$ cat config.mk
export PLATFORM = sky130hd
export DESIGN_NAME = ars_readback_select
export DESIGN_NICKNAME = d
export VERILOG_FILES = /design/src/ars_pkg.sv /design/src/ars_fifo.sv /design/src/ars_readback_select.sv
export VERILOG_INCLUDE_DIRS = /design/src
export SDC_FILE = /design/constraint.sdc
export NUM_CORES = 1
export LEC_CHECK = 0
export BUFFER_PORTS_ARGS = -buffer_cell sky130_fd_sc_hd__buf_2
export CAP_MARGIN = 20
export CORE_MARGIN = 5
export CORE_UTILIZATION = 35
export CTS_BUF_LIST = sky130_fd_sc_hd__clkbuf_4 sky130_fd_sc_hd__clkbuf_8
export DETAILED_ROUTE_END_ITERATION = 8
export SETUP_SLACK_MARGIN = 0.5
export SLEW_MARGIN = 20
export SYNTH_ARGS = -nofsm -noshare
export SYNTH_HDL_FRONTEND = slang
export SYNTH_SLANG_ARGS = --single-unit
$ cat constraint.sdc
create_clock -name sys_clk_in -period 4.66 [get_ports sys_clk_in]
set_input_delay 0.466 -clock sys_clk_in [delete_from_list [all_inputs] [get_ports sys_clk_in]]
set_output_delay 0.466 -clock sys_clk_in [all_outputs]
set_load 0.01 [all_outputs]
$ cat src/ars_consts.svh
// Constants for the readback selector: offsets, codes, field positions.
// Assumes inclusion by bare name from design files.
`ifndef ARS_CONSTS_SVH
`define ARS_CONSTS_SVH
`define ARS_ADDR_W 8
`define ARS_OFF_DATA_SEL 8'h1c
`define ARS_SEL_REGS 16'h0000
`define ARS_SEL_AB 16'h0c00
`define ARS_SEL_CD 16'h0800
`define ARS_SMP_W 14
`define ARS_FIFO_DEPTH 16
`define ARS_PAD 2'h0
`endif

$ cat src/ars_pkg.sv
// Types shared by the readback selector files.
// Assumes ars_consts.svh is compiled with it.
`include "ars_consts.svh"
package ars_pkg;
   typedef enum logic [1:0] {
      ARS_MODE_REGS = 2'h0,
      ARS_MODE_AB = 2'h1,
      ARS_MODE_CD = 2'h3
   } ars_mode_type;
   typedef struct packed {
      logic [`ARS_SMP_W-1:0] hi;
      logic [`ARS_SMP_W-1:0] lo;
   } ars_pair_type;
   typedef struct packed {
      logic wr;
      logic rd;
      logic [`ARS_ADDR_W-1:0] addr;
      logic [15:0] wdata;
   } ars_req_type;
endpackage : ars_pkg

$ cat src/ars_fifo.sv
// Synchronous FIFO of flip-flops with valid/ready on both sides.
// Assumes one clock; clear empties it synchronously.
`timescale 1ns/100ps
`include "ars_consts.svh"
module ars_fifo #(
   parameter int WIDTH = 28,
   parameter int DEPTH = `ARS_FIFO_DEPTH
) (
   input wire logic sys_clk_in,
   input wire logic sys_rst_in,
   input wire logic clear_in,
   input wire logic in_valid_in,
   output logic in_ready_out,
   input wire logic [WIDTH-1:0] in_data_in,
   output logic out_valid_out,
   input wire logic out_ready_in,
   output logic [WIDTH-1:0] out_data_out
);
   localparam int AW = $clog2(DEPTH);
   logic [WIDTH-1:0] mem_q [DEPTH];
   logic [AW-1:0] wp_q;
   logic [AW-1:0] rp_q;
   logic [AW:0] cnt_q;
   wire push = in_valid_in && in_ready_out;
   wire pop = out_valid_out && out_ready_in;
   assign in_ready_out = (cnt_q != DEPTH[AW:0]) && !clear_in;
   assign out_valid_out = (cnt_q != '0) && !clear_in;
   assign out_data_out = mem_q[rp_q];
   always_ff @(posedge sys_clk_in) begin
      if (push) begin
         mem_q[wp_q] <= in_data_in;
      end
   end
   always_ff @(posedge sys_clk_in or posedge sys_rst_in) begin
      if (sys_rst_in) begin
         wp_q <= '0;
         rp_q <= '0;
         cnt_q <= '0;
      end else if (clear_in) begin
         wp_q <= '0;
         rp_q <= '0;
         cnt_q <= '0;
      end else begin
         if (push) wp_q <= wp_q + AW'(1);
         if (pop) rp_q <= rp_q + AW'(1);
         cnt_q <= cnt_q + (AW+1)'(push) - (AW+1)'(pop);
      end
   end
endmodule : ars_fifo

$ cat src/ars_readback_select.sv
// Readback selector: data-select register steers host reads to register
// contents or packed channel-pair samples from per-pair sample FIFOs.
// Assumes the link gives one-cycle write/read strobes and that the ADC
// samples arrive already in this clock's domain from the upstream buffer.
`timescale 1ns/100ps
`include "ars_consts.svh"
// Function
// - Code zero resets FIFOs, selects register readback
// - FIFOs held in reset during register readback
// - Code 0x0C00 reads channel A/B FIFO
// - A/B word: pad, B, pad, A
// - Code 0x0800 reads channel C/D FIFO
// - C/D word: pad, D, pad, C
// - Samples passed raw, straight binary
// - Pair selection releases FIFOs from reset
// - Samples buffered before reaching control logic
module ars_readback_select #(
   parameter int DEPTH = `ARS_FIFO_DEPTH
) (
   input wire logic sys_clk_in,
   input wire logic sys_rst_in,
   input wire logic host_wr_in,
   input wire logic host_rd_in,
   input wire logic [`ARS_ADDR_W-1:0] host_addr_in,
   input wire logic [15:0] host_wdata_in,
   input wire logic [31:0] reg_rdata_in,
   output logic [31:0] host_rdata_out,
   output logic host_rvalid_out,
   output logic [1:0] mode_out,
   input wire logic ab_valid_in,
   input wire logic [`ARS_SMP_W-1:0] smp_a_in,
   input wire logic [`ARS_SMP_W-1:0] smp_b_in,
   output logic ab_ready_out,
   input wire logic cd_valid_in,
   input wire logic [`ARS_SMP_W-1:0] smp_c_in,
   input wire logic [`ARS_SMP_W-1:0] smp_d_in,
   output logic cd_ready_out
);
   localparam int PW = 2 * `ARS_SMP_W;
   ars_pkg::ars_req_type req;
   ars_pkg::ars_mode_type mode_q;
   ars_pkg::ars_mode_type mode_d;
   logic [31:0] rdata_q;
   logic rvalid_q;
   logic ab_rdy_q;
   logic cd_rdy_q;
   logic fifo_clr_q;
   wire ab_in_rdy;
   wire cd_in_rdy;
   wire ab_out_v;
   wire cd_out_v;
   ars_pkg::ars_pair_type ab_word;
   ars_pkg::ars_pair_type cd_word;
   ars_pkg::ars_pair_type ab_in;
   ars_pkg::ars_pair_type cd_in;

   assign req = '{wr: host_wr_in, rd: host_rd_in, addr: host_addr_in, wdata: host_wdata_in};
   wire sel_wr = req.wr && (req.addr == `ARS_OFF_DATA_SEL);
   // Any code outside the pair codes falls back to register readback
   assign mode_d = !sel_wr ? mode_q :
      (req.wdata == `ARS_SEL_AB) ? ars_pkg::ARS_MODE_AB :
      (req.wdata == `ARS_SEL_CD) ? ars_pkg::ARS_MODE_CD :
      ars_pkg::ARS_MODE_REGS;
   // FIFOs cleared while register readback holds; registered so the
   // clear follows the mode register exactly
   wire clr_d = (mode_d == ars_pkg::ARS_MODE_REGS);
   assign ab_in = '{hi: smp_b_in, lo: smp_a_in};
   assign cd_in = '{hi: smp_d_in, lo: smp_c_in};
   wire pop_ab = req.rd && (mode_q == ars_pkg::ARS_MODE_AB) && ab_out_v;
   wire pop_cd = req.rd && (mode_q == ars_pkg::ARS_MODE_CD) && cd_out_v;
   // Raw samples, zero-padded, no sign or offset change
   wire [31:0] ab_packed = {`ARS_PAD, ab_word.hi, `ARS_PAD, ab_word.lo};
   wire [31:0] cd_packed = {`ARS_PAD, cd_word.hi, `ARS_PAD, cd_word.lo};
   // An empty FIFO read returns zero rather than stalling the link
   wire [31:0] rdata_d = (mode_q == ars_pkg::ARS_MODE_AB) ? (ab_out_v ? ab_packed : '0) :
      (mode_q == ars_pkg::ARS_MODE_CD) ? (cd_out_v ? cd_packed : '0) : reg_rdata_in;

   // Samples buffered ahead of the readback logic
   ars_fifo #(.WIDTH(PW), .DEPTH(DEPTH)) u_fifo_ab (
      .sys_clk_in(sys_clk_in),
      .sys_rst_in(sys_rst_in),
      .clear_in(fifo_clr_q),
      .in_valid_in(ab_valid_in),
      .in_ready_out(ab_in_rdy),
      .in_data_in(ab_in),
      .out_valid_out(ab_out_v),
      .out_ready_in(pop_ab),
      .out_data_out(ab_word)
   );
   ars_fifo #(.WIDTH(PW), .DEPTH(DEPTH)) u_fifo_cd (
      .sys_clk_in(sys_clk_in),
      .sys_rst_in(sys_rst_in),
      .clear_in(fifo_clr_q),
      .in_valid_in(cd_valid_in),
      .in_ready_out(cd_in_rdy),
      .in_data_in(cd_in),
      .out_valid_out(cd_out_v),
      .out_ready_in(pop_cd),
      .out_data_out(cd_word)
   );

   always_ff @(posedge sys_clk_in or posedge sys_rst_in) begin
      if (sys_rst_in) begin
         mode_q <= ars_pkg::ARS_MODE_REGS;
         fifo_clr_q <= 1'b1;
         rdata_q <= '0;
         rvalid_q <= 1'b0;
         ab_rdy_q <= 1'b0;
         cd_rdy_q <= 1'b0;
      end else begin
         mode_q <= mode_d;
         fifo_clr_q <= clr_d;
         rvalid_q <= req.rd;
         if (req.rd) rdata_q <= rdata_d;
         // Registered ready lags one cycle; source must tolerate one extra push refusal
         ab_rdy_q <= ab_in_rdy && !clr_d;
         cd_rdy_q <= cd_in_rdy && !clr_d;
      end
   end

   assign host_rdata_out = rdata_q;
   assign host_rvalid_out = rvalid_q;
   assign mode_out = mode_q;
   assign ab_ready_out = ab_rdy_q;
   assign cd_ready_out = cd_rdy_q;

   property p_clr_regs;
      @(posedge sys_clk_in) disable iff (sys_rst_in)
      (mode_q == ars_pkg::ARS_MODE_REGS) |-> fifo_clr_q;
   endproperty
   a_clr_regs: assert property (p_clr_regs) else $error("FIFO not held in reset");
   property p_zero_sel;
      @(posedge sys_clk_in) disable iff (sys_rst_in)
      (sel_wr && req.wdata == `ARS_SEL_REGS) |=> (mode_q == ars_pkg::ARS_MODE_REGS) && fifo_clr_q;
   endproperty
   a_zero_sel: assert property (p_zero_sel) else $error("Zero code not honoured");
   property p_ab_sel;
      @(posedge sys_clk_in) disable iff (sys_rst_in)
      (sel_wr && req.wdata == `ARS_SEL_AB) |=> (mode_q == ars_pkg::ARS_MODE_AB);
   endproperty
   a_ab_sel: assert property (p_ab_sel) else $error("A/B code not honoured");
   property p_cd_sel;
      @(posedge sys_clk_in) disable iff (sys_rst_in)
      (sel_wr && req.wdata == `ARS_SEL_CD) |=> (mode_q == ars_pkg::ARS_MODE_CD);
   endproperty
   a_cd_sel: assert property (p_cd_sel) else $error("C/D code not honoured");
   property p_ab_pack;
      @(posedge sys_clk_in) disable iff (sys_rst_in)
      pop_ab |=> (host_rdata_out == {`ARS_PAD, $past(ab_word.hi), `ARS_PAD, $past(ab_word.lo)});
   endproperty
   a_ab_pack: assert property (p_ab_pack) else $error("A/B word packed wrong");
   property p_cd_pack;
      @(posedge sys_clk_in) disable iff (sys_rst_in)
      pop_cd |=> (host_rdata_out ==
         {`ARS_PAD, $past(cd_word.hi), `ARS_PAD, $past(cd_word.lo)});
   endproperty
   a_cd_pack: assert property (p_cd_pack) else $error("C/D word packed wrong");
   property p_release;
      @(posedge sys_clk_in) disable iff (sys_rst_in)
      (mode_q != ars_pkg::ARS_MODE_REGS) |-> !fifo_clr_q;
   endproperty
   a_release: assert property (p_release) else $error("FIFO not released");
   property p_undef;
      @(posedge sys_clk_in) disable iff (sys_rst_in)
      (sel_wr && req.wdata != `ARS_SEL_AB && req.wdata != `ARS_SEL_CD)
         |=> (mode_q == ars_pkg::ARS_MODE_REGS) ##1 fifo_clr_q;
   endproperty
   a_undef: assert property (p_undef) else $error("Unknown code not readback");
   property p_reg_read;
      @(posedge sys_clk_in) disable iff (sys_rst_in)
      (req.rd && mode_q == ars_pkg::ARS_MODE_REGS) |=> (host_rdata_out == $past(reg_rdata_in));
   endproperty
   a_reg_read: assert property (p_reg_read) else $error("Register readback wrong");
   // Readies and FIFO outputs stay quiet while register readback holds
   property p_ab_rdy_regs;
      @(posedge sys_clk_in) disable iff (sys_rst_in)
      (mode_q == ars_pkg::ARS_MODE_REGS) |-> !ab_ready_out;
   endproperty
   a_ab_rdy_regs: assert property (p_ab_rdy_regs) else $error("A/B ready in regs");
   property p_cd_rdy_regs;
      @(posedge sys_clk_in) disable iff (sys_rst_in)
      (mode_q == ars_pkg::ARS_MODE_REGS) |-> !cd_ready_out;
   endproperty
   a_cd_rdy_regs: assert property (p_cd_rdy_regs) else $error("C/D ready in regs");
   property p_ab_empty_regs;
      @(posedge sys_clk_in) disable iff (sys_rst_in)
      (mode_q == ars_pkg::ARS_MODE_REGS) |-> !ab_out_v;
   endproperty
   a_ab_empty_regs: assert property (p_ab_empty_regs) else $error("A/B data in regs");
   property p_cd_empty_regs;
      @(posedge sys_clk_in) disable iff (sys_rst_in)
      (mode_q == ars_pkg::ARS_MODE_REGS) |-> !cd_out_v;
   endproperty
   a_cd_empty_regs: assert property (p_cd_empty_regs) else $error("C/D data in regs");
   // A fresh release must never expose samples kept from before the clear
   property p_ab_fresh;
      @(posedge sys_clk_in) disable iff (sys_rst_in)
      $fell(fifo_clr_q) |-> !ab_out_v;
   endproperty
   a_ab_fresh: assert property (p_ab_fresh) else $error("A/B stale data");
   property p_cd_fresh;
      @(posedge sys_clk_in) disable iff (sys_rst_in)
      $fell(fifo_clr_q) |-> !cd_out_v;
   endproperty
   a_cd_fresh: assert property (p_cd_fresh) else $error("C/D stale data");
   property p_zero_empty;
      @(posedge sys_clk_in) disable iff (sys_rst_in)
      (sel_wr && req.wdata == `ARS_SEL_REGS) |=> !ab_out_v && !cd_out_v;
   endproperty
   a_zero_empty: assert property (p_zero_empty) else $error("Zero code kept data");
   property p_odd_rdy;
      @(posedge sys_clk_in) disable iff (sys_rst_in)
      (sel_wr && req.wdata != `ARS_SEL_AB && req.wdata != `ARS_SEL_CD)
         |=> !ab_ready_out && !cd_ready_out;
   endproperty
   a_odd_rdy: assert property (p_odd_rdy) else $error("Ready after odd code");
   property p_mode_legal;
      @(posedge sys_clk_in) disable iff (sys_rst_in)
      mode_q inside {ars_pkg::ARS_MODE_REGS, ars_pkg::ARS_MODE_AB, ars_pkg::ARS_MODE_CD};
   endproperty
   a_mode_legal: assert property (p_mode_legal) else $error("Illegal mode");
   // Pair selection frees the FIFOs at once and raises both readies next
   property p_ab_release;
      @(posedge sys_clk_in) disable iff (sys_rst_in)
      (sel_wr && req.wdata == `ARS_SEL_AB) |=> !fifo_clr_q;
   endproperty
   a_ab_release: assert property (p_ab_release) else $error("A/B not released");
   property p_cd_release;
      @(posedge sys_clk_in) disable iff (sys_rst_in)
      (sel_wr && req.wdata == `ARS_SEL_CD) |=> !fifo_clr_q;
   endproperty
   a_cd_release: assert property (p_cd_release) else $error("C/D not released");
   property p_rdy_rise;
      @(posedge sys_clk_in) disable iff (sys_rst_in)
      ($fell(fifo_clr_q) && !sel_wr) |=> ab_ready_out && cd_ready_out;
   endproperty
   a_rdy_rise: assert property (p_rdy_rise) else $error("Ready not raised");
   property p_ab_rdy_full;
      @(posedge sys_clk_in) disable iff (sys_rst_in)
      !ab_in_rdy |=> !ab_ready_out;
   endproperty
   a_ab_rdy_full: assert property (p_ab_rdy_full) else $error("A/B ready when full");
   property p_cd_rdy_full;
      @(posedge sys_clk_in) disable iff (sys_rst_in)
      !cd_in_rdy |=> !cd_ready_out;
   endproperty
   a_cd_rdy_full: assert property (p_cd_rdy_full) else $error("C/D ready when full");
   // Switching between pairs keeps the other pair's samples
   property p_ab_keep;
      @(posedge sys_clk_in) disable iff (sys_rst_in)
      (mode_q == ars_pkg::ARS_MODE_CD && ab_out_v && !sel_wr) |=> ab_out_v;
   endproperty
   a_ab_keep: assert property (p_ab_keep) else $error("A/B data lost");
   property p_cd_keep;
      @(posedge sys_clk_in) disable iff (sys_rst_in)
      (mode_q == ars_pkg::ARS_MODE_AB && cd_out_v && !sel_wr) |=> cd_out_v;
   endproperty
   a_cd_keep: assert property (p_cd_keep) else $error("C/D data lost");
   // Read answers: one-cycle valid, data held between reads
   property p_rvalid;
      @(posedge sys_clk_in) disable iff (sys_rst_in)
      host_rd_in |=> host_rvalid_out;
   endproperty
   a_rvalid: assert property (p_rvalid) else $error("Read not answered");
   property p_rvalid_low;
      @(posedge sys_clk_in) disable iff (sys_rst_in)
      !host_rd_in |=> !host_rvalid_out;
   endproperty
   a_rvalid_low: assert property (p_rvalid_low) else $error("Extra rvalid");
   property p_rdata_hold;
      @(posedge sys_clk_in) disable iff (sys_rst_in)
      !host_rd_in |=> $stable(host_rdata_out);
   endproperty
   a_rdata_hold: assert property (p_rdata_hold) else $error("Read data moved");
   property p_mode_hold;
      @(posedge sys_clk_in) disable iff (sys_rst_in)
      !sel_wr |=> $stable(mode_out);
   endproperty
   a_mode_hold: assert property (p_mode_hold) else $error("Mode moved");
   property p_other_addr;
      @(posedge sys_clk_in) disable iff (sys_rst_in)
      (host_wr_in && host_addr_in != `ARS_OFF_DATA_SEL) |=> $stable(mode_out);
   endproperty
   a_other_addr: assert property (p_other_addr) else $error("Foreign write hit");
   property p_ab_empty_read;
      @(posedge sys_clk_in) disable iff (sys_rst_in)
      (host_rd_in && mode_q == ars_pkg::ARS_MODE_AB && !ab_out_v) |=> (host_rdata_out == '0);
   endproperty
   a_ab_empty_read: assert property (p_ab_empty_read) else $error("A/B empty read");
   property p_cd_empty_read;
      @(posedge sys_clk_in) disable iff (sys_rst_in)
      (host_rd_in && mode_q == ars_pkg::ARS_MODE_CD && !cd_out_v) |=> (host_rdata_out == '0);
   endproperty
   a_cd_empty_read: assert property (p_cd_empty_read) else $error("C/D empty read");
   // Checked on the first edge after release, so no disable here
   property p_rst_release;
      @(posedge sys_clk_in)
      $fell(sys_rst_in) |-> (mode_q == ars_pkg::ARS_MODE_REGS) && fifo_clr_q
         && !ab_ready_out && !cd_ready_out;
   endproperty
   a_rst_release: assert property (p_rst_release) else $error("Reset state wrong");
endmodule : ars_readback_select

Yosys cells after proc, flatten, opt, wreduce, memory -nomap -nowiden. Memories as Yosys holds them, arrays and structs flattened. Index checks and enable logic that the tools add are counted.

Register bits after elaboration: 64. Memory bits (writable): 896. Input bits: 118. Output and inout bits: 37. Memories: 2.

$add $sub $neg: 8. Equality and inequality tests: 7. Mux-type cells: 21. Reductions and logical operators: 24.

Memory list: u_fifo_ab.mem_q (words 16, width 28, rd ports 1, clocked after memory_dff 0, write ports 1, line ars_fifo.sv:20) `logic [WIDTH-1:0] mem_q [DEPTH];`; u_fifo_cd.mem_q (words 16, width 28, rd ports 1, clocked after memory_dff 0, write ports 1, line ars_fifo.sv:20).

Operator list (number): two-way mux 32 bit (2); two-way mux 30 bit (2); == test 16 x 12 -> 1 bit, second input constant (2); two-way mux 4 bit (8); adder 4 x 1 -> 4 bit, second input constant (4); logical AND 1 bit (15); adder 5 x 1 -> 5 bit (2); two-way mux 5 bit (2); != test 5 bit, second input constant (2); nonzero test 5 bit (2); subtractor 5 x 1 -> 5 bit (2); == test 8 x 5 -> 1 bit, second input constant (1); nonzero test 2 bit (4); two-way mux 2 bit (3); two-way mux 1 bit (4); == test 2 x 1 -> 1 bit, second input constant (1); == test 2 bit, second input constant (1); logical NOT 1 bit (2); logical NOT 2 bit (1).

Longest topological paths before layout. Gate-level depths: netlist of run 1.

Word-level depth: 7. Gate-level depth with buffers: 16. Mapped depth without buffers: 15.

By module. From an unflattened synthesis of run 1, not the netlist that was laid out.

Cells, all modules: 1824. Area total of the unflattened synthesis: 37299.5 um2.

By module, submodules not included: ars_fifo (instances 2, cells each 794, area each 17644.4 um2, sequential area each 13778.2 um2); ars_readback_select (instances 1, cells each 236, area each 2010.7 um2, sequential area each 952.2 um2).

Worst setup path after synthesis of run 1. OpenSTA, ideal clock, no wires.

Path kind: register to register. Start point: register u_fifo_cd.cnt_q[2]. End point: memory u_fifo_cd.mem_q[3][0], enable pin. Setup time: 448 ps. Arrival: 3182 ps. Data required time: 4212 ps. Slack: 1030 ps. Cell stages (with the launch flop): 7. Buffers on the path: 0. Period minus slack after synthesis: 3630 ps. Path through: dfrtp_1 > inv_1 > ha_1 > nor4bb_1 > nor3_1 > nand2_1 > nor3_1.

Longest elaborated chain between the ends: 5.

RTL lines: start, declared (line ars_fifo.sv:23) `logic [AW:0] cnt_q;`; start signal, assigned (line ars_fifo.sv:46) `cnt_q <= cnt_q + (AW+1)'(push) - (AW+1)'(pop);`; != test 5 bit (line ars_fifo.sv:26) `assign in_ready_out = (cnt_q != DEPTH[AW:0]) && !clear_in;`; logical AND 1 bit (line ars_fifo.sv:26); logical AND 1 bit (line ars_fifo.sv:24) `wire push = in_valid_in && in_ready_out;`; two-way mux 1 bit (line ars_fifo.sv:30) `if (push) begin`; two-way mux 1 bit (implied by the code) (line ars_fifo.sv:31) `mem_q[wp_q] <= in_data_in;`; end, declared (line ars_fifo.sv:20).

Every way passes these cells.

Worst setup path in the final report of run 1.
Start point: register fifo_clr_q. End point: register u_fifo_ab.cnt_q[4].

Longest elaborated chain between the ends: 6.

RTL lines: start, declared (line ars_readback_select.sv:47) `logic fifo_clr_q;`; start signal, assigned (line ars_readback_select.sv:112) `fifo_clr_q <= clr_d;`; logical NOT 1 bit (line ars_fifo.sv:26, ars_fifo.sv:27); logical AND 1 bit, on equally long branches (line ars_fifo.sv:26, ars_fifo.sv:27); logical AND 1 bit, on equally long branches (line ars_fifo.sv:24, ars_readback_select.sv:69); adder 5 x 1 -> 5 bit or logical AND 1 bit (tied branches) (line ars_fifo.sv:46, ars_fifo.sv:25); subtractor 5 x 1 -> 5 bit (line ars_fifo.sv:46); two-way mux 5 bit (*) (line ars_fifo.sv:39) `end else if (clear_in) begin`; end signal, assigned (line ars_fifo.sv:46); end, declared (line ars_fifo.sv:23).

Mark *: on every way between the ends. The rest lies on a longest branch, timed or not. A chain may end at the register's enable or synchronous reset.

==> impl_metrics.json, run 1 <==
{
  "ant_nets": 0,
  "io_buffers": 154,
  "fmaxAchievable_mhz": 261,
  "drcViolationCount": 0,
  "p_int_mw": 13.6,
  "pin_count": 155,
  "ys.flop_type": "edfxtp_1",
  "power_density_nw_per_um2": 387,
  "core_area_sq_um": 106000,
  "relSlewSlack": 0.324,
  "yosysTopAreaCell": "edfxtp_1",
  "die_w_um": 336,
  "setup-tns-final_ns": 0,
  "tritoncts": "built",
  "wl_per_cell_um": 26.3,
  "period_share": 0.822,
  "first_pass_iters": 5,
  "r2r_slack_ns": 0.83,
  "slew_violations": 0,
  "drive_above_1_share": 0.352,
  "syn_area_sq_um": 37300,
  "crit_type": "reg2reg",
  "rsz0062_at_grt": "false",
  "num_rows": 119,
  "num_vias": 19171,
  "tightest_slew_ns": 1.01,
  "routed_wl_um": 95100,
  "syn_to_final_growth_pct": 18.0,
  "status": "complete, no violations",
  "track_usage": 0.167,
  "p_seq_frac": 0.555,
  "fin_skew_ns": 0.0292,
  "ys_seq_elements": 960,
  "pwr-share-comb": 0.019,
  "switching_share": 0.205,
  "ys_seq_area_frac": 0.764,
  "drtIter0Drc": 1650,
  "post_cts_resized": 0,
  "min_path_type": "in2reg",
  "switching_power_mw": 3.50,
  "grt_pass1_wl_um": 138000,
  "layout_common_cells": "edfxtp_1 (896), mux4_2 (233), clkbuf_8 (175)",
  "synth_fp_nets": 1885,
  "grt.overflow.total": 0,
  "hold_viol": 0,
  "cp_data_required_time_ns": 5.31,
  "synth_edf_count": 896,
  "worstSkewPairLatency_ns": 0.79,
  "place_inst": 3257,
  "power_leakage_nw": 14.0,
  "synthCells": 1743,
  "die_h_um": 336,
  "clk_pin_slew_worst_paths_ns": 0.06,
  "fin_cells": 3614,
  "grt_pass1_vias": 20121,
  "crit_path_max_fanout": 33,
  "synth.avg_cell_area_sq_um": 21.4,
  "cts.sinks": 960,
  "async_flop_share": 0.0667,
  "gp_congestion": 0.783,
  "post-dp-hpwl_um": 56800,
  "yosysWarnings": 0,
  "root_buffer": "clkbuf_8",
  "die-area_sq_um": 113000,
  "numCtsBuffers": 155,
  "final_common_cell": "edfxtp_1",
  "grt_max_degree": 60,
  "drv_cap": 0,
  "initial_core_util": 0.353,
  "viasPerCell": 5.30,
  "cp-end-kind": "flop",
  "peakVddDrop_mv": 0.243,
  "synthTopCellsByArea": "edfxtp_1 (72%), mux4_2 (14%), dfrtp_1 (4.2%)",
  "netlist.area_leader.share": 0.721,
  "cts_htree_levels": 4,
  "fin_crit_ns": 3.83,
  "synth_cell_type_count": 51,
  "start_kind": "flop",
  "cp.arrival_ns": 4.48,
  "num-nets-final": 2235,
  "cts_buffer_depth": 3,
  "antenna_found_initial": 11,
  "finalSetupViolCount": 0,
  "p_clk_frac": 0.425,
  "post_cts_buffers": 0
}
-- power groups by stage --
stage	logic, mW	registers (mW)	clock network (mW)
finish	0.330	9.47	7.25
global placement	0.265	9.65	0
global route	0.359	9.47	7.84
detailed placement	0.280	9.65	0
floorplan	0.0548	9.65	0
CTS	0.333	9.47	7.43
-- Yosys cell counts, drive strengths merged, types with 2 or more instances --
| master | instances |
|---|---|
| a22o | 17 |
| nand3 | 52 |
| nor3b | 4 |
| ha | 22 |
| clkbuf | 48 |
| clkinv | 2 |
| a21o | 8 |
| fa | 2 |
| and2 | 3 |
| and4 | 2 |
| o21bai | 2 |
| xnor2 | 10 |
| nand4bb | 2 |
| nand4 | 34 |
| nor4b | 4 |
| mux2 | 26 |
| edfxtp | 896 |
| a21oi | 20 |
| a32oi | 3 |
| nor3 | 17 |
| a21boi | 13 |
| o211ai | 3 |
| xor2 | 4 |
| inv | 28 |
| nor2 | 48 |
| buf | 49 |
| a22oi | 39 |
| nor4bb | 3 |
| mux2i | 8 |
| and3 | 2 |
| nor4 | 3 |
| a221oi | 3 |
| a31oi | 6 |
| nand2 | 21 |
| o32a | 13 |
| dfrtp | 63 |
| nor2b | 12 |
| a222oi | 8 |
| mux4 | 233 |
| nand2b | 4 |
-- final timing paths --
| check | startpoint | end | cells after the start |
|---|---|---|---|
| hold / removal | smp_c_in[2] | u_fifo_cd.mem_q[3][2] | 1 |
| setup / recovery | fifo_clr_q | u_fifo_ab.cnt_q[4] | 13 |
| min in group asynchronous | sys_rst_in | host_rdata_out[10] | 3 |
| max in group asynchronous | sys_rst_in | u_fifo_cd.rp_q[1] | 4 |
| hold reg to reg | host_rdata_out[31] | host_rdata_out[31] | 1 |
| setup reg to reg | fifo_clr_q | u_fifo_ab.cnt_q[4] | 13 |
-- critical path: stages (launching register included) --
cell	delay [ns]
dfstp_2	0.55
nor3b_2	0.24
buf_4	0.39
nand3_1	0.33
inv_1	0.59
ha_1	0.36
inv_1	0.06
ha_1	0.16
inv_1	0.06
fa_1	0.42
nor2b_1	0.16
o21bai_1	0.11
a21oi_1	0.16
nor3b_1	0.06
-- per-stage QoR --
step | hold slack [ns] | instance area [sq um] | util | power, mW | setup slack, ns
finish | 0.0706 | 44000 | 0.417 | 17.1 | 0.831
global route | 0.0343 | 44000 | 0.417 | 17.7 | 0.625
CTS | 0.000237 | 44000 | 0.417 | 17.2 | 0.881
detailed placement | 0.492 | 40200 | 0.381 | 9.93 | 0.898
global placement | 0.489 | 40200 | 0.381 | 9.91 | 0.994
floorplan | 0.497 | 37300 | - | 9.71 | 1.03
-- state kept, by name (all words and copies together) (netlist names), 2 cells and up --
name	flops
u_fifo_cd.mem_q	448
u_fifo_cd.cnt_q	5
u_fifo_cd.rp_q	4
u_fifo_cd.wp_q	4
u_fifo_ab.rp_q	4
mode_out	2
host_rdata_out	32
u_fifo_ab.mem_q	448
u_fifo_ab.cnt_q	5
u_fifo_ab.wp_q	4
-- cell families after synthesis --
group,Yosys count,synth area share
flip-flops,960,0.764
buffers and inverters,127,0.0150
adder cells (fa/ha/maj),24,0.00845
multiplexers,267,0.151
AND/OR/NAND/NOR,214,0.0303
AO/OA/AOI/OAI,137,0.0281
XOR/XNOR,14,0.00329
-- layer usage --
layer	global-route usage	vias to the layer above	share of wire
met3	0.0470	161	0.077
met4	0.0431	4	0.021
met5	0	-	0.00036
li1	-	8075	-
met2	0.275	697	0.49
met1	0.221	10234	0.41
-- cell type report --
type	count	area, sq um
antenna	5	12.5
multi-input combinational	656	8470
fill	9135	61500
clock buffer	229	2810
clock inverter	53	337
timing repair buffer	290	2020
tap	1391	1740
inverter	30	114
sequential	960	28500
-- timing repair --
item / CTS / global route
hold endpoints to repair: 645 / 0
endpoints found under the setup margin: 0 / 0
hold buffers: 70 / 0
(Power assumes the default switching activity.)
==> run 2, diff against run 1 <==
clock period = 3.42 ns   (was 4.66 ns; I/O delays follow)
==> run 2 against run 1 <==
Fmax is 36% higher. Die area did not move. Worst hold slack gained 0.0036 ns. Global-route usage hardly changed. Sequential share of layout area fell by 0.99 points. Via count up 1.1%. Utilization is 0.65 points higher. Largest power group unchanged.
==> impl_metrics.json, run 2 (synthesized netlist as in run 1, its figures left out) <==
{
  "status": "complete, no violations",
  "setup-tns-final_ns": 0,
  "cts_htree_levels": 4,
  "min_path_type": "in2reg",
  "drcViolationCount": 0,
  "period_share": 0.821,
  "track_usage": 0.167,
  "tightest_slew_ns": 1.14,
  "power_density_nw_per_um2": 520,
  "first_pass_iters": 6,
  "tritoncts": "built",
  "cp_slowest_cell": "or4b_4",
  "cp.arrival_ns": 3.47,
  "viasPerCell": 5.31,
  "root_buffer": "clkbuf_8",
  "crit_family": "adder cells",
  "num-nets-final": 2271,
  "numCtsBuffers": 156,
  "pin_count": 155,
  "fin_crit_ns": 2.81,
  "syn_to_final_growth_pct": 19.9,
  "rsz0062_at_grt": "true",
  "drv_cap": 0,
  "cts.sinks": 960,
  "post-place-ws_ns": 0.255,
  "worstSkewPairLatency_ns": 0.78,
  "cts_buffer_depth": 3,
  "grt_pass1_wl_um": 138000,
  "crit_path_max_fanout": 15,
  "crit_buf_inv": 4,
  "clk_pin_slew_worst_paths_ns": 0.06,
  "wl_per_cell_um": 26.1,
  "num_rows": 119,
  "relSlewSlack": 0.241,
  "cp_data_required_time_ns": 4.08,
  "power_leakage_nw": 14.1,
  "io_buffers": 154,
  "layout_common_cells": "edfxtp_1 (896), mux4_2 (233), clkbuf_8 (166)",
  "core_area_sq_um": 106000,
  "cp_slowest_stage_delay_ns": 0.49,
  "cp-end-kind": "flop",
  "initial_core_util": 0.353,
  "grt_pass1_vias": 20445,
  "routed_wl_um": 95200,
  "crit_type": "reg2reg",
  "drive_above_1_share": 0.360,
  "num_vias": 19378,
  "hold_viol": 0,
  "final_common_cell": "edfxtp_1",
  "die_w_um": 336,
  "finalSetupViolCount": 0,
  "start_kind": "flop",
  "grt.overflow.total": 0,
  "fin_cells": 3651,
  "fin_skew_ns": 0.0358,
  "post-dp-hpwl_um": 54500,
  "die_h_um": 336,
  "place_inst": 3269,
  "gp_congestion": 0.778,
  "slew_violations": 0,
  "antenna_found_initial": 12,
  "fmaxAchievable_mhz": 356,
  "ant_nets": 0,
  "setup_ws_ns": 0.614,
  "grt_max_degree": 56,
  "path_cells": "inv_2, ha_2, or4b_4, nand3_4, inv_8, ha_4, inv_2, ha_2, inv_1, fa_2, nor2b_2, o21bai_1, a21oi_1, nor3b_2",
  "die-area_sq_um": 113000,
  "drtIter0Drc": 1861,
  "peakVddDrop_mv": 0.378
}
[run 2: cell types whose count changed in the layout (fill, tap and decap cells not counted), sizes merged, moves of 2 or more]
cell         delta
dlygate4sd3    +18
buf            +17
clkbuf          -6
clkinvlp        +3
bufinv          +2
clkinv          +2
[run 2: final timing paths]
check / startpoint / endpoint / slack (ns) / cells after the start
max: u_fifo_ab.cnt_q[3] / u_fifo_ab.cnt_q[4] / 0.61 / 14
min: host_wdata_in[1] / mode_out[1] / 0.07 / 4
max reg2reg: u_fifo_ab.cnt_q[3] / u_fifo_ab.cnt_q[4] / 0.61 / 14
min reg2reg: host_rdata_out[30] / host_rdata_out[30] / 0.50 / 1
max in group asynchronous: sys_rst_in / host_rdata_out[28] / 2.40 / 4
min in group asynchronous: sys_rst_in / u_fifo_cd.wp_q[0] / 0.22 / 3
[run 2: cell type report]
| class | count | area [sq um] |
|---|---|---|
| Fill cell | 9040 | 60800 |
| Timing Repair Buffer | 325 | 2590 |
| Clock buffer | 223 | 2710 |
| Multi-Input combinational cell | 656 | 8590 |
| Clock inverter | 60 | 422 |
| Sequential cell | 960 | 28500 |
| Inverter | 30 | 121 |
| Tap cell | 1391 | 1740 |
| Antenna cell | 6 | 15.0 |
[run 2: worst min-delay path: cells and delay by family]
family                 cells  cell delay [ns]
buffers and inverters      1             0.08
AOI/OAI and AO/OA          1             0.12
and+or+nand+nor            2             0.27
[run 2: timing repair]
item	4_1_cts	5_1_grt
setup endpoints to repair	2	248
hold endpoints to repair	967	0
pin swaps	0	2
setup buffers	2	3
gates resized for setup	6	13
hold buffers	88	0
[run 2: per-layer routing]
metal / wire [um] / part of all wire / global-route usage
met5: 0 / 0 / 0
met4: 2110 / 0.022 / 0.0489
met3: 7360 / 0.077 / 0.0418
met2: 46200 / 0.49 / 0.272
met1: 39500 / 0.41 / 0.225
[run 2: stage by stage]
step	utilization	hold WS [ns]	total power, mW	instance area, sq um
final	0.424	0.0741	23.2	44700
after global routing	0.423	0.0473	24.1	44700
after CTS	0.423	0.0182	23.5	44600
after detailed placement	0.384	0.493	13.5	40600
after global placement	0.384	0.489	13.5	40600
after floorplan	-	0.373	13.2	37400
[run 2: report_power, final]
group          internal [mW]  total [mW]  switching (mW)
registers               12.9        12.9          0.0389
clock network           5.43        9.86            4.43
logic                  0.180       0.468           0.288
